$ cat src/rtl/spi_csd_defs.svh
// register offsets, field positions, reset values and timing counts of the serial block
//
// Operation
// - irq on complete or fault when enabled
// - enable hands port pins 2-5 over
// - master with pin-5 direction: plain output
// - wired-OR bit makes whole port open-drain
// - master select: 0 slave, 1 master
// - master clock idles at polarity level
// - phase picks protocol; phase resets to one
// - rate field divides bus clock 2/4/16/32
// - byte end sets transfer complete flag
// - complete clears: status read, then data access
// - data writes ignored until status read
// - collision clears: status read, then data access
// - fault clears: status read, then control write
// - unused status bits read zero
// - only master data write starts a byte
// - receive buffered, transmit goes to shifter
// - write while busy flags collision, dropped
// - select low in master: fault, drop drivers
// - eight clock cycles move one byte
`ifndef SPI_CSD_DEFS_SVH
`define SPI_CSD_DEFS_SVH

`define IDX_SERIAL_CONTROL 16'h1028
`define IDX_SERIAL_STATUS 16'h1029
`define IDX_SERIAL_DATA 16'h102A
`define IDX_PORT_DIRECTION 16'h102B
`define IDX_PORT_DATA 16'h102C
`define ADDR_OF(idx) 16'((idx) * 16'h0004)

`define STAT_TC_BIT 7
`define STAT_WRITE_COLLISION_FLAG_BIT 6
`define STAT_MODE_FAULT_FLAG_BIT 4

`define PIN_MISO 2
`define PIN_MOSI 3
`define PIN_SCK 4
`define PIN_SS 5

`define CTRL_RESET 8'h04
`define STATUS_RESET 8'h00
`define DIR_RESET 8'h00
`define PORT_DATA_RESET 8'h00

`define HALF_DIV2 5'h01
`define HALF_DIV4 5'h02
`define HALF_DIV16 5'h08
`define HALF_DIV32 5'h10
`define EDGE_LAST 4'hF

`endif

$ cat src/rtl/spi_csd_pkg.sv
// types shared by the serial control, status and data block
package spi_csd_pkg;

    typedef struct packed {
        logic       serial_irq_enable;
        logic       serial_system_enable;
        logic       port_open_drain_select;
        logic       master_select;
        logic       clock_polarity;
        logic       clock_phase;
        logic [1:0] clock_rate_field;
    } serial_control_type;

    typedef struct packed {
        logic [7:0] port_out;
        logic [7:0] port_oe;
    } port_drive_type;

    typedef enum logic [2:0] {
        sel_none,
        sel_control,
        sel_status,
        sel_data,
        sel_direction,
        sel_port_data
    } reg_sel_type;

    typedef enum logic [1:0] {
        st_idle,
        st_master,
        st_slave
    } xfer_state_type;

endpackage

$ cat src/rtl/spi_csd.sv
// serial peripheral control, status and data registers with shifter, behind an apb slave
//
// The implementer's own choice: the APB register port.
`timescale 1ns/1ps
`include "spi_csd_defs.svh"

module spi_csd
(
    input  wire logic                        core_clk,
    input  wire logic                        rst_b,
    input  wire logic                        psel,
    input  wire logic                        penable,
    input  wire logic                        pwrite,
    input  wire logic [15:0]                 paddr,
    input  wire logic [31:0]                 pwdata,
    output logic      [31:0]                 prdata,
    output logic                             pready,
    output logic                             pslverr,
    input  wire logic                        cpu_irq_mask,
    output logic                             irq,
    input  wire logic [7:0]                  port_in,
    output spi_csd_pkg::port_drive_type      port_drive
);

    // ****************************************
    // decode and helpers
    // ****************************************
    function automatic spi_csd_pkg::reg_sel_type decode(input logic [15:0] a);
        if (a == `ADDR_OF(`IDX_SERIAL_CONTROL))
            return spi_csd_pkg::sel_control;
        else if (a == `ADDR_OF(`IDX_SERIAL_STATUS))
            return spi_csd_pkg::sel_status;
        else if (a == `ADDR_OF(`IDX_SERIAL_DATA))
            return spi_csd_pkg::sel_data;
        else if (a == `ADDR_OF(`IDX_PORT_DIRECTION))
            return spi_csd_pkg::sel_direction;
        else if (a == `ADDR_OF(`IDX_PORT_DATA))
            return spi_csd_pkg::sel_port_data;
        else
            return spi_csd_pkg::sel_none;
    endfunction

    function automatic logic [4:0] half_period(input logic [1:0] rate);
        unique case (rate)
            2'h0: return `HALF_DIV2;
            2'h1: return `HALF_DIV4;
            2'h2: return `HALF_DIV16;
            2'h3: return `HALF_DIV32;
        endcase
    endfunction

    spi_csd_pkg::serial_control_type ctrl_r;
    spi_csd_pkg::xfer_state_type     state_r;
    spi_csd_pkg::reg_sel_type        sel;
    logic [7:0]  port_meta_r;
    logic [7:0]  port_sync_r;
    logic [7:0]  port_dir_r;
    logic [7:0]  port_data_r;
    logic [7:0]  shift_r;
    logic [7:0]  shift_nxt;
    logic [7:0]  rx_buf_r;
    logic [7:0]  status_val;
    logic [7:0]  spi_drv;
    logic [7:0]  spi_val;
    logic [7:0]  pin_drv;
    logic [7:0]  pin_val;
    logic [7:0]  dedicated;
    logic [31:0] prdata_r;
    logic [4:0]  div_cnt_r;
    logic [3:0]  edge_cnt_r;
    logic        tc_r;
    logic        write_collision_flag_r;
    logic        mode_fault_flag_r;
    logic        tc_arm_r;
    logic        write_collision_flag_arm_r;
    logic        mode_fault_flag_arm_r;
    logic        sck_m_r;
    logic        sck_prev_r;
    logic        sample_r;
    logic        out_r;
    logic        access;
    logic        wr_ctrl;
    logic        rd_status;
    logic        wr_data;
    logic        data_acc;
    logic        wr_blocked;
    logic        busy;
    logic        collide;
    logic        load;
    logic        start;
    logic        fault;
    logic        ss_in;
    logic        rx_in;
    logic        slave_active;
    logic        tick;
    logic        ev;
    logic        leading;
    logic        trailing;
    logic        done;

    // ****************************************
    // apb slave
    // ****************************************
    assign sel       = decode(paddr);
    assign access    = psel & penable;
    assign wr_ctrl   = access & pwrite & (sel == spi_csd_pkg::sel_control);
    assign rd_status = access & ~pwrite & (sel == spi_csd_pkg::sel_status);
    assign data_acc  = access & (sel == spi_csd_pkg::sel_data);
    assign wr_data   = data_acc & pwrite;
    // zero wait states keep the status-then-data clearing sequence simple
    assign pready    = 1'b1;
    assign pslverr   = access & (sel == spi_csd_pkg::sel_none);
    assign prdata    = prdata_r;

    assign status_val = {tc_r, write_collision_flag_r, 1'b0, mode_fault_flag_r, 4'h0};

    // read data captured in the setup phase, so the status value the arm logic sees is the one returned
    always_ff @(posedge core_clk or negedge rst_b)
    begin
        if (!rst_b)
            prdata_r <= 32'h0000_0000;
        else if (psel && !penable && !pwrite)
        begin
            unique case (sel)
                spi_csd_pkg::sel_control:   prdata_r <= {24'h00_0000, ctrl_r};
                spi_csd_pkg::sel_status:    prdata_r <= {24'h00_0000, status_val};
                // reads come from the receive buffer
                spi_csd_pkg::sel_data:      prdata_r <= {24'h00_0000, rx_buf_r};
                spi_csd_pkg::sel_direction: prdata_r <= {24'h00_0000, port_dir_r};
                spi_csd_pkg::sel_port_data: prdata_r <= {24'h00_0000, port_data_r};
                spi_csd_pkg::sel_none:      prdata_r <= 32'h0000_0000;
            endcase
        end
    end

    // ****************************************
    // pin synchronisers
    // ****************************************
    always_ff @(posedge core_clk or negedge rst_b)
    begin
        if (!rst_b)
        begin
            port_meta_r <= 8'hFF;
            port_sync_r <= 8'hFF;
        end
        else
        begin
            port_meta_r <= port_in;
            port_sync_r <= port_meta_r;
        end
    end

    assign ss_in = port_sync_r[`PIN_SS];
    assign rx_in = ctrl_r.master_select ? port_sync_r[`PIN_MISO] : port_sync_r[`PIN_MOSI];

    // ****************************************
    // control and port registers
    // ****************************************
    // pin 5 as plain output in master mode disarms the fault detector
    assign fault = ctrl_r.serial_system_enable & ctrl_r.master_select
                 & ~port_dir_r[`PIN_SS] & ~ss_in;

    always_ff @(posedge core_clk or negedge rst_b)
    begin
        if (!rst_b)
            ctrl_r <= `CTRL_RESET;
        else
        begin
            // control bits written as a whole
            if (wr_ctrl)
                ctrl_r <= spi_csd_pkg::serial_control_type'(pwdata[7:0]);
            if (fault)
                ctrl_r.master_select <= 1'b0;
        end
    end

    always_ff @(posedge core_clk or negedge rst_b)
    begin
        if (!rst_b)
            port_dir_r <= `DIR_RESET;
        else if (fault)
            port_dir_r <= {port_dir_r[7:6], 4'h0, port_dir_r[1:0]};
        else if (access && pwrite && sel == spi_csd_pkg::sel_direction)
            port_dir_r <= pwdata[7:0];
    end

    always_ff @(posedge core_clk or negedge rst_b)
    begin
        if (!rst_b)
            port_data_r <= `PORT_DATA_RESET;
        else if (access && pwrite && sel == spi_csd_pkg::sel_port_data)
            port_data_r <= pwdata[7:0];
    end

    // ****************************************
    // status flags
    // ****************************************
    // blocked until status read with the flag set
    assign wr_blocked = tc_r & ~tc_arm_r;
    assign busy       = (state_r != spi_csd_pkg::st_idle);
    assign collide    = wr_data & ~wr_blocked & busy;
    assign load       = wr_data & ~wr_blocked & ~busy;
    assign start      = load & ctrl_r.master_select & ctrl_r.serial_system_enable;

    always_ff @(posedge core_clk or negedge rst_b)
    begin
        if (!rst_b)
        begin
            tc_arm_r   <= 1'b0;
            write_collision_flag_arm_r <= 1'b0;
            mode_fault_flag_arm_r <= 1'b0;
        end
        else
        begin
            if (rd_status)
            begin
                tc_arm_r   <= prdata_r[`STAT_TC_BIT];
                write_collision_flag_arm_r <= 1'b1;
                mode_fault_flag_arm_r <= 1'b1;
            end
            else if (data_acc)
            begin
                tc_arm_r   <= 1'b0;
                write_collision_flag_arm_r <= 1'b0;
            end
            if (wr_ctrl)
                mode_fault_flag_arm_r <= 1'b0;
        end
    end

    // a new event in the clearing cycle wins over the clear
    always_ff @(posedge core_clk or negedge rst_b)
    begin
        if (!rst_b)
            tc_r <= 1'(`STATUS_RESET >> `STAT_TC_BIT);
        else if (done)
            tc_r <= 1'b1;
        else if (data_acc && tc_arm_r)
            tc_r <= 1'b0;
    end

    always_ff @(posedge core_clk or negedge rst_b)
    begin
        if (!rst_b)
            write_collision_flag_r <= 1'b0;
        else if (collide)
            write_collision_flag_r <= 1'b1;
        else if (data_acc && write_collision_flag_arm_r)
            write_collision_flag_r <= 1'b0;
    end

    always_ff @(posedge core_clk or negedge rst_b)
    begin
        if (!rst_b)
            mode_fault_flag_r <= 1'b0;
        else if (fault)
            mode_fault_flag_r <= 1'b1;
        else if (wr_ctrl && mode_fault_flag_arm_r)
            mode_fault_flag_r <= 1'b0;
    end

    // request gated by enable and processor mask
    assign irq = ctrl_r.serial_irq_enable & (tc_r | mode_fault_flag_r) & ~cpu_irq_mask;

    // ****************************************
    // transfer sequencing
    // ****************************************
    assign slave_active = ctrl_r.serial_system_enable & ~ctrl_r.master_select & ~ss_in;
    assign tick         = (state_r == spi_csd_pkg::st_master) && (div_cnt_r == 5'h01);
    assign ev           = tick | (slave_active & (port_sync_r[`PIN_SCK] != sck_prev_r));
    assign leading      = ev & ~edge_cnt_r[0];
    assign trailing     = ev & edge_cnt_r[0];
    assign done         = trailing & (edge_cnt_r == `EDGE_LAST);

    always_ff @(posedge core_clk or negedge rst_b)
    begin
        if (!rst_b)
            state_r <= spi_csd_pkg::st_idle;
        else
        begin
            unique case (state_r)
                spi_csd_pkg::st_idle:
                    if (start)
                        state_r <= spi_csd_pkg::st_master;
                    else if (slave_active && (!ctrl_r.clock_phase || leading))
                        state_r <= spi_csd_pkg::st_slave;
                spi_csd_pkg::st_master:
                    if (done || fault || !ctrl_r.serial_system_enable)
                        state_r <= spi_csd_pkg::st_idle;
                // phase zero slave stays busy until select rises
                spi_csd_pkg::st_slave:
                    if (!slave_active || (done && ctrl_r.clock_phase))
                        state_r <= spi_csd_pkg::st_idle;
            endcase
        end
    end

    always_ff @(posedge core_clk or negedge rst_b)
    begin
        if (!rst_b)
            div_cnt_r <= `HALF_DIV2;
        else if (start || tick)
            div_cnt_r <= half_period(ctrl_r.clock_rate_field);
        else if (state_r == spi_csd_pkg::st_master)
            div_cnt_r <= div_cnt_r - 5'h01;
    end

    always_ff @(posedge core_clk or negedge rst_b)
    begin
        if (!rst_b)
            edge_cnt_r <= 4'h0;
        else if (start || (!slave_active && state_r != spi_csd_pkg::st_master))
            edge_cnt_r <= 4'h0;
        else if (ev)
            edge_cnt_r <= edge_cnt_r + 4'h1;
    end

    always_ff @(posedge core_clk or negedge rst_b)
    begin
        if (!rst_b)
            sck_prev_r <= 1'b1;
        else
            sck_prev_r <= port_sync_r[`PIN_SCK];
    end

    // master clock rests at the polarity level
    always_ff @(posedge core_clk or negedge rst_b)
    begin
        if (!rst_b)
            sck_m_r <= 1'b0;
        else if (state_r != spi_csd_pkg::st_master)
            sck_m_r <= ctrl_r.clock_polarity;
        else if (tick)
            sck_m_r <= ~sck_m_r;
    end

    // ****************************************
    // shifter and receive buffer
    // ****************************************
    // msb first, receive fills from the bottom
    always_comb
    begin
        if (ctrl_r.clock_phase)
            shift_nxt = {shift_r[6:0], rx_in};
        else
            shift_nxt = {shift_r[6:0], sample_r};
    end

    always_ff @(posedge core_clk or negedge rst_b)
    begin
        if (!rst_b)
            shift_r <= 8'h00;
        // transmit byte goes straight into the shifter
        else if (load)
            shift_r <= pwdata[7:0];
        else if (trailing)
            shift_r <= shift_nxt;
    end

    // phase zero samples on the leading edge, phase one on the trailing edge
    always_ff @(posedge core_clk or negedge rst_b)
    begin
        if (!rst_b)
            sample_r <= 1'b0;
        else if (leading && !ctrl_r.clock_phase)
            sample_r <= rx_in;
    end

    always_ff @(posedge core_clk or negedge rst_b)
    begin
        if (!rst_b)
            out_r <= 1'b0;
        else if (load)
            out_r <= pwdata[7];
        else if (leading && ctrl_r.clock_phase)
            out_r <= shift_r[7];
        else if (trailing && !ctrl_r.clock_phase)
            out_r <= shift_r[6];
        else if (!busy && !ev)
            out_r <= shift_r[7];
    end

    // received byte copied at completion; an uncleared flag is simply overwritten
    always_ff @(posedge core_clk or negedge rst_b)
    begin
        if (!rst_b)
            rx_buf_r <= 8'h00;
        else if (done)
            rx_buf_r <= shift_nxt;
    end

    // ****************************************
    // port pins
    // ****************************************
    always_comb
    begin
        spi_drv = 8'h00;
        spi_val = 8'h00;
        dedicated = 8'h00;
        // enable takes pins 2 to 5
        if (ctrl_r.serial_system_enable)
        begin
            dedicated[`PIN_MISO] = 1'b1;
            dedicated[`PIN_MOSI] = 1'b1;
            dedicated[`PIN_SCK]  = 1'b1;
            // pin 5 as plain output in master mode
            dedicated[`PIN_SS]   = ~(ctrl_r.master_select & port_dir_r[`PIN_SS]);
        end
        // outputs only drive when their direction bit is set
        spi_drv[`PIN_MISO] = ~ctrl_r.master_select & ~ss_in & port_dir_r[`PIN_MISO];
        spi_val[`PIN_MISO] = out_r;
        spi_drv[`PIN_MOSI] = ctrl_r.master_select & port_dir_r[`PIN_MOSI];
        spi_val[`PIN_MOSI] = out_r;
        spi_drv[`PIN_SCK]  = ctrl_r.master_select & port_dir_r[`PIN_SCK];
        spi_val[`PIN_SCK]  = sck_m_r;
    end

    genvar i;
    generate
        for (i = 0; i < 8; i++)
        begin : g_pin
            assign pin_val[i] = dedicated[i] ? spi_val[i] : port_data_r[i];
            assign pin_drv[i] = dedicated[i] ? spi_drv[i] : port_dir_r[i];
        end
    endgenerate

    // open-drain lets high levels float on every port pin
    always_ff @(posedge core_clk or negedge rst_b)
    begin
        if (!rst_b)
        begin
            port_drive.port_out <= 8'h00;
            port_drive.port_oe  <= 8'h00;
        end
        else
        begin
            port_drive.port_out <= pin_val;
            port_drive.port_oe  <= pin_drv & ~({8{ctrl_r.port_open_drain_select}} & pin_val);
        end
    end

    // ****************************************
    // assertions
    // ****************************************
    chk_irq_request: assert property (@(posedge core_clk) disable iff (!rst_b)
        $rose(tc_r) && ctrl_r.serial_irq_enable && !cpu_irq_mask |-> irq)
        else $error("interrupt not raised on completion");

    chk_pin_release: assert property (@(posedge core_clk) disable iff (!rst_b)
        !$past(ctrl_r.serial_system_enable) && !$past(port_dir_r[`PIN_SCK]) |-> !port_drive.port_oe[`PIN_SCK])
        else $error("clock pin driven while released");

    chk_ss_gp_output: assert property (@(posedge core_clk) disable iff (!rst_b)
        ctrl_r.master_select && port_dir_r[`PIN_SS] && !mode_fault_flag_r |=> !mode_fault_flag_r)
        else $error("fault raised with select pin as output");

    chk_open_drain: assert property (@(posedge core_clk) disable iff (!rst_b)
        $past(ctrl_r.port_open_drain_select) |-> (port_drive.port_oe & port_drive.port_out) == 8'h00)
        else $error("open-drain pin driven high");

    chk_idle_clock: assert property (@(posedge core_clk) disable iff (!rst_b)
        state_r == spi_csd_pkg::st_idle |=> state_r != spi_csd_pkg::st_idle || sck_m_r == $past(ctrl_r.clock_polarity))
        else $error("idle clock not at polarity level");

    chk_rate_divide: assert property (@(posedge core_clk) disable iff (!rst_b)
        state_r == spi_csd_pkg::st_master && ctrl_r.clock_rate_field == 2'h1 && tick |=> !tick)
        else $error("clock half period too short");

    chk_complete_set: assert property (@(posedge core_clk) disable iff (!rst_b)
        done |=> tc_r && rx_buf_r == $past(shift_nxt))
        else $error("completion not flagged");

    chk_tc_clear: assert property (@(posedge core_clk) disable iff (!rst_b)
        $fell(tc_r) |-> $past(data_acc) && $past(tc_arm_r))
        else $error("complete flag cleared without sequence");

    chk_write_blocked: assert property (@(posedge core_clk) disable iff (!rst_b)
        wr_data && tc_r && !tc_arm_r && !busy && !ev |=> shift_r == $past(shift_r))
        else $error("blocked write reached the shifter");

    chk_write_collision_flag_clear: assert property (@(posedge core_clk) disable iff (!rst_b)
        $fell(write_collision_flag_r) |-> $past(data_acc) && $past(write_collision_flag_arm_r))
        else $error("collision flag cleared without sequence");

    chk_mode_fault_flag_clear: assert property (@(posedge core_clk) disable iff (!rst_b)
        $fell(mode_fault_flag_r) |-> $past(wr_ctrl) && $past(mode_fault_flag_arm_r))
        else $error("fault flag cleared without sequence");

    chk_status_zero: assert property (@(posedge core_clk) disable iff (!rst_b)
        rd_status |-> prdata_r[5] == 1'b0 && prdata_r[3:0] == 4'h0)
        else $error("unused status bits not zero");

    chk_slave_no_start: assert property (@(posedge core_clk) disable iff (!rst_b)
        load && !ctrl_r.master_select |=> state_r != spi_csd_pkg::st_master)
        else $error("slave started a transfer");

    chk_collision_flag: assert property (@(posedge core_clk) disable iff (!rst_b)
        collide |=> write_collision_flag_r && state_r != spi_csd_pkg::st_idle || $past(done))
        else $error("collision not flagged");

    chk_mode_fault: assert property (@(posedge core_clk) disable iff (!rst_b)
        fault |=> mode_fault_flag_r && !ctrl_r.master_select && port_dir_r[5:2] == 4'h0)
        else $error("mode fault not handled");

endmodule

$ cat config.mk
export PLATFORM = sky130hd
export DESIGN_NAME = spi_csd
export DESIGN_NICKNAME = d
export VERILOG_FILES = /design/src/rtl/spi_csd_pkg.sv /design/src/rtl/spi_csd.sv
export VERILOG_INCLUDE_DIRS = /design/src /design/src/rtl
export SDC_FILE = /design/constraint.sdc
export NUM_CORES = 1
export LEC_CHECK = 0
export BUFFER_PORTS_ARGS = -buffer_cell sky130_fd_sc_hd__buf_2
export CAP_MARGIN = 10
export CORE_MARGIN = 5
export CORE_UTILIZATION = 51
export CTS_BUF_LIST = sky130_fd_sc_hd__clkbuf_8
export DETAILED_ROUTE_END_ITERATION = 16
export MAX_ROUTING_LAYER = met4
export PLACE_DENSITY = 0.76
export SETUP_SLACK_MARGIN = 0.1
export SYNTH_ARGS = -nofsm -noshare
export SYNTH_HDL_FRONTEND = slang
export SYNTH_SLANG_ARGS = --single-unit
$ cat constraint.sdc
create_clock -name core_clk -period 2.6 [get_ports core_clk]
set_input_delay 0.39 -clock core_clk [delete_from_list [all_inputs] [get_ports core_clk]]
set_output_delay 0.39 -clock core_clk [all_outputs]
set_load 0.02 [all_outputs]
==> metrics <==
outcome=complete, no violations; leakage power figure=2.46 nW; register cell area after layout=2340 sq um; number of gates resized after cts=0; max-capacitance violation count=0; CTS tree=yes; buffers inserted by post-CTS timing repair=0; worst slew margin relative to its limit=0.589; clock tree root buffer cell=sky130_fd_sc_hd__clkbuf_8; Longest Clk Path Bufs=2; via count=3586; num rows=35; CP max FO=10; routed wire length per instance=17.5 um; hold violation total from the final report=0; Setup crit end kind=register; area occupied by multi-input gates=2120 sq um; post-synthesis register bit count=93; setup-violating endpoint count in the final report=0; Post-synth top flop=sky130_fd_sc_hd__dfrtp_1; Final nets=574; total number of H-tree levels=3; Total Wirelength=10.9 mm; RR Startpoint=div_cnt_r[0]; pin count of the biggest net entering global routing=49; Worst EP arrival=2.53 ns; number of sinks handled by clock tree synthesis=93; Die Outline Area=11300 sq um; area overhead of the layout relative to synthesis=12.4%; weighted congestion at the end of routability-driven global placement=0.938; most common cell after layout, fill and taps aside=sky130_fd_sc_hd__dfrtp_1; total power density per cell area=561 nW/um^2; number of synthesized flops with an enable pin=0; clk_lat worst skew=0.36 ns; top library cells by usage in the layout, fill and taps aside=82 x sky130_fd_sc_hd__dfrtp_1, 58 x sky130_fd_sc_hd__buf_2, 33 x sky130_fd_sc_hd__nand2_1, 33 x sky130_fd_sc_hd__nor2_1, 31 x sky130_fd_sc_hd__o21ai_0; vias in the first global route=3403; number of pins with negative max-slew slack in the final report=0; per-cell via count in the routed design=5.77; die outline width=106 um; synth unique cells=66; HPWL after detailed placement=8.07 mm; placeable core region=9150 sq um; launch point of the critical path=div_cnt_r[0]; global-route wire length before repair=17.5 mm; fin crit period=2.28 ns; Max Clock Skew=0.00683 ns; async set or reset register ratio after synthesis=1.00; post-detailed-route DRC marker count=0; Warnings, synthesis=0; clock transition at the registers of the reported paths=0.09 ns; worst voltage drop across the vdd grid=0.258 mV; total power draw=2.99 mW; fraction of final layout cells sized beyond drive strength 1=0.274; initial drt markers=231; type of the worst min-delay path=in -> async; Final period util=0.879; setup TNS after final layout=0 ns; DP Cell Count=606; Fmax achieved=438 MHz; number of antenna violations at the first check in global routing=0; antenna fix cells=0; CP Class=reg -> reg; slew at the pin closest to its max-slew limit=0.616 ns; unrepaired setup endpoints after global routing=no; non-filler instance count after layout=622; post-synthesis cell area=4740 sq um; CP startpoint kind=register; number of inserted filler cells in the final layout=760; count of buffers from port buffering=59; Post-Syn Area per Cell=10.6 sq um; core utilization of the finished layout=0.582; number of search-and-repair iterations in the first detailed-routing pass=5; number of primary I/O pins=113; sequential share of the synthesized area=0.494; Req. time, crit path=2.85 ns; remaining global-route overflow=0; post-route ant nets=0; number of buffers inserted for hold repair after clock tree synthesis=0; clock buffers created by TritonCTS=9; chip height=106 um; initial cell density of the core=0.518; number of instances in the synthesized netlist=446; overall global routing resource usage=0.203
-- critical path: stages (launching register included) --
cell and delay (ns):
sky130_fd_sc_hd__dfstp_2 0.58, sky130_fd_sc_hd__ha_1 0.15, sky130_fd_sc_hd__nand4bb_1 0.25, sky130_fd_sc_hd__o22ai_4 0.39, sky130_fd_sc_hd__and2_4 0.34, sky130_fd_sc_hd__nand2_8 0.13
sky130_fd_sc_hd__mux2_4 0.32
-- Yosys cell counts, types with 3 or more instances --
cell type | count | area share
sky130_fd_sc_hd__o32ai_1 | 4 | 0.0074
sky130_fd_sc_hd__mux2i_1 | 13 | 0.027
sky130_fd_sc_hd__mux2_2 | 21 | 0.050
sky130_fd_sc_hd__o21ai_0 | 31 | 0.033
sky130_fd_sc_hd__ha_1 | 6 | 0.016
sky130_fd_sc_hd__nor3b_1 | 4 | 0.0063
sky130_fd_sc_hd__buf_2 | 4 | 0.0042
sky130_fd_sc_hd__a22o_1 | 3 | 0.0055
sky130_fd_sc_hd__clkbuf_1 | 10 | 0.0079
sky130_fd_sc_hd__buf_4 | 26 | 0.041
sky130_fd_sc_hd__nand3_1 | 12 | 0.013
sky130_fd_sc_hd__nor2_1 | 33 | 0.026
sky130_fd_sc_hd__dfstp_2 | 11 | 0.061
sky130_fd_sc_hd__mux2_4 | 8 | 0.025
sky130_fd_sc_hd__nor3_1 | 12 | 0.013
sky130_fd_sc_hd__and3_1 | 7 | 0.0092
sky130_fd_sc_hd__dfrtp_1 | 82 | 0.43
sky130_fd_sc_hd__a21o_1 | 4 | 0.0063
sky130_fd_sc_hd__a21oi_1 | 19 | 0.020
sky130_fd_sc_hd__a21boi_0 | 5 | 0.0079
sky130_fd_sc_hd__a221oi_1 | 5 | 0.0092
sky130_fd_sc_hd__a211oi_1 | 3 | 0.0047
sky130_fd_sc_hd__inv_1 | 19 | 0.015
sky130_fd_sc_hd__nor4_1 | 3 | 0.0040
sky130_fd_sc_hd__nand2_1 | 33 | 0.026
sky130_fd_sc_hd__nor2b_1 | 5 | 0.0066
sky130_fd_sc_hd__nand4_1 | 5 | 0.0066
sky130_fd_sc_hd__a2111oi_0 | 5 | 0.0092
sky130_fd_sc_hd__nand2b_1 | 6 | 0.0079
-- path summary, 6_finish.rpt --
check / cells past startpoint / to / slack (ns)
worst min register to register: 0 / port_sync_r[3] / 0.36
max in group asynchronous: 2 / ctrl_r[2] / 1.82
min in group core_clk: 1 / port_meta_r[3] / 0.12
worst max register to register: 6 / rx_buf_r[7] / 0.32
worst max-delay path: 6 / rx_buf_r[7] / 0.32
worst min-delay path: 1 / state_r[1] / 0.03
-- final cells by class --
| cell class | instances | area share |
|---|---|---|
| Tap cell | 111 | 0.0261 |
| Timing Repair Buffer | 70 | 0.0737 |
| Inverter | 19 | 0.0134 |
| Multi-Input combinational cell | 313 | 0.399 |
| Clock buffer | 9 | 0.0232 |
| Clock inverter | 7 | 0.0258 |
| Sequential cell | 93 | 0.439 |
-- kinds of logic (layout without fill, tap and decap cells) --
logic type,count (synthesis),after routing,synth area share
flip-flops,93,93,0.494
adder cells (fa/ha/maj),6,6,0.0158
buffers and inverters,63,105,0.0765
AND/OR/NAND/NOR,141,141,0.170
XOR/XNOR,3,3,0.00554
other,2,25,0.00158
multiplexers,42,42,0.103
AO/OA/AOI/OAI,96,96,0.134
-- metal layers --
metal	part of all wire	up-vias	wire [um]	track usage
met2	0.48	129	5260	0.312
li1	-	1663	-	-
met4	0.023	0	255	0.0685
met1	0.43	1769	4640	0.266
met3	0.068	25	739	0.0498
met5	0	-	0	-
-- where the power goes --
part	switching (mW)	internal [mW]
Clock	0.501	0.732
Sequential	0.0135	1.47
Combinational	0.179	0.0916
-- per-stage QoR --
step	worst slack, ns	cell area (sq um)	hold slack [ns]
final	0.316	5330	0.0290
after global routing	0.174	5330	0.0723
after CTS	0.285	5330	0.0469
after detailed placement	0.317	5070	0.347
after global placement	0.364	5070	0.346
after floorplan	0.584	4830	0.0944
-- state kept, by name, indices dropped and copies added (netlist names), 2 cells and up --
name         flops
div_cnt_r        5
rx_buf_r         8
prdata           8
port_dir_r       8
port_drive      16
port_meta_r      4
edge_cnt_r       4
port_sync_r      4
port_data_r      8
state_r          2
shift_r          8
ctrl_r           8
Note: power is estimated with default switching activity, not from simulation.
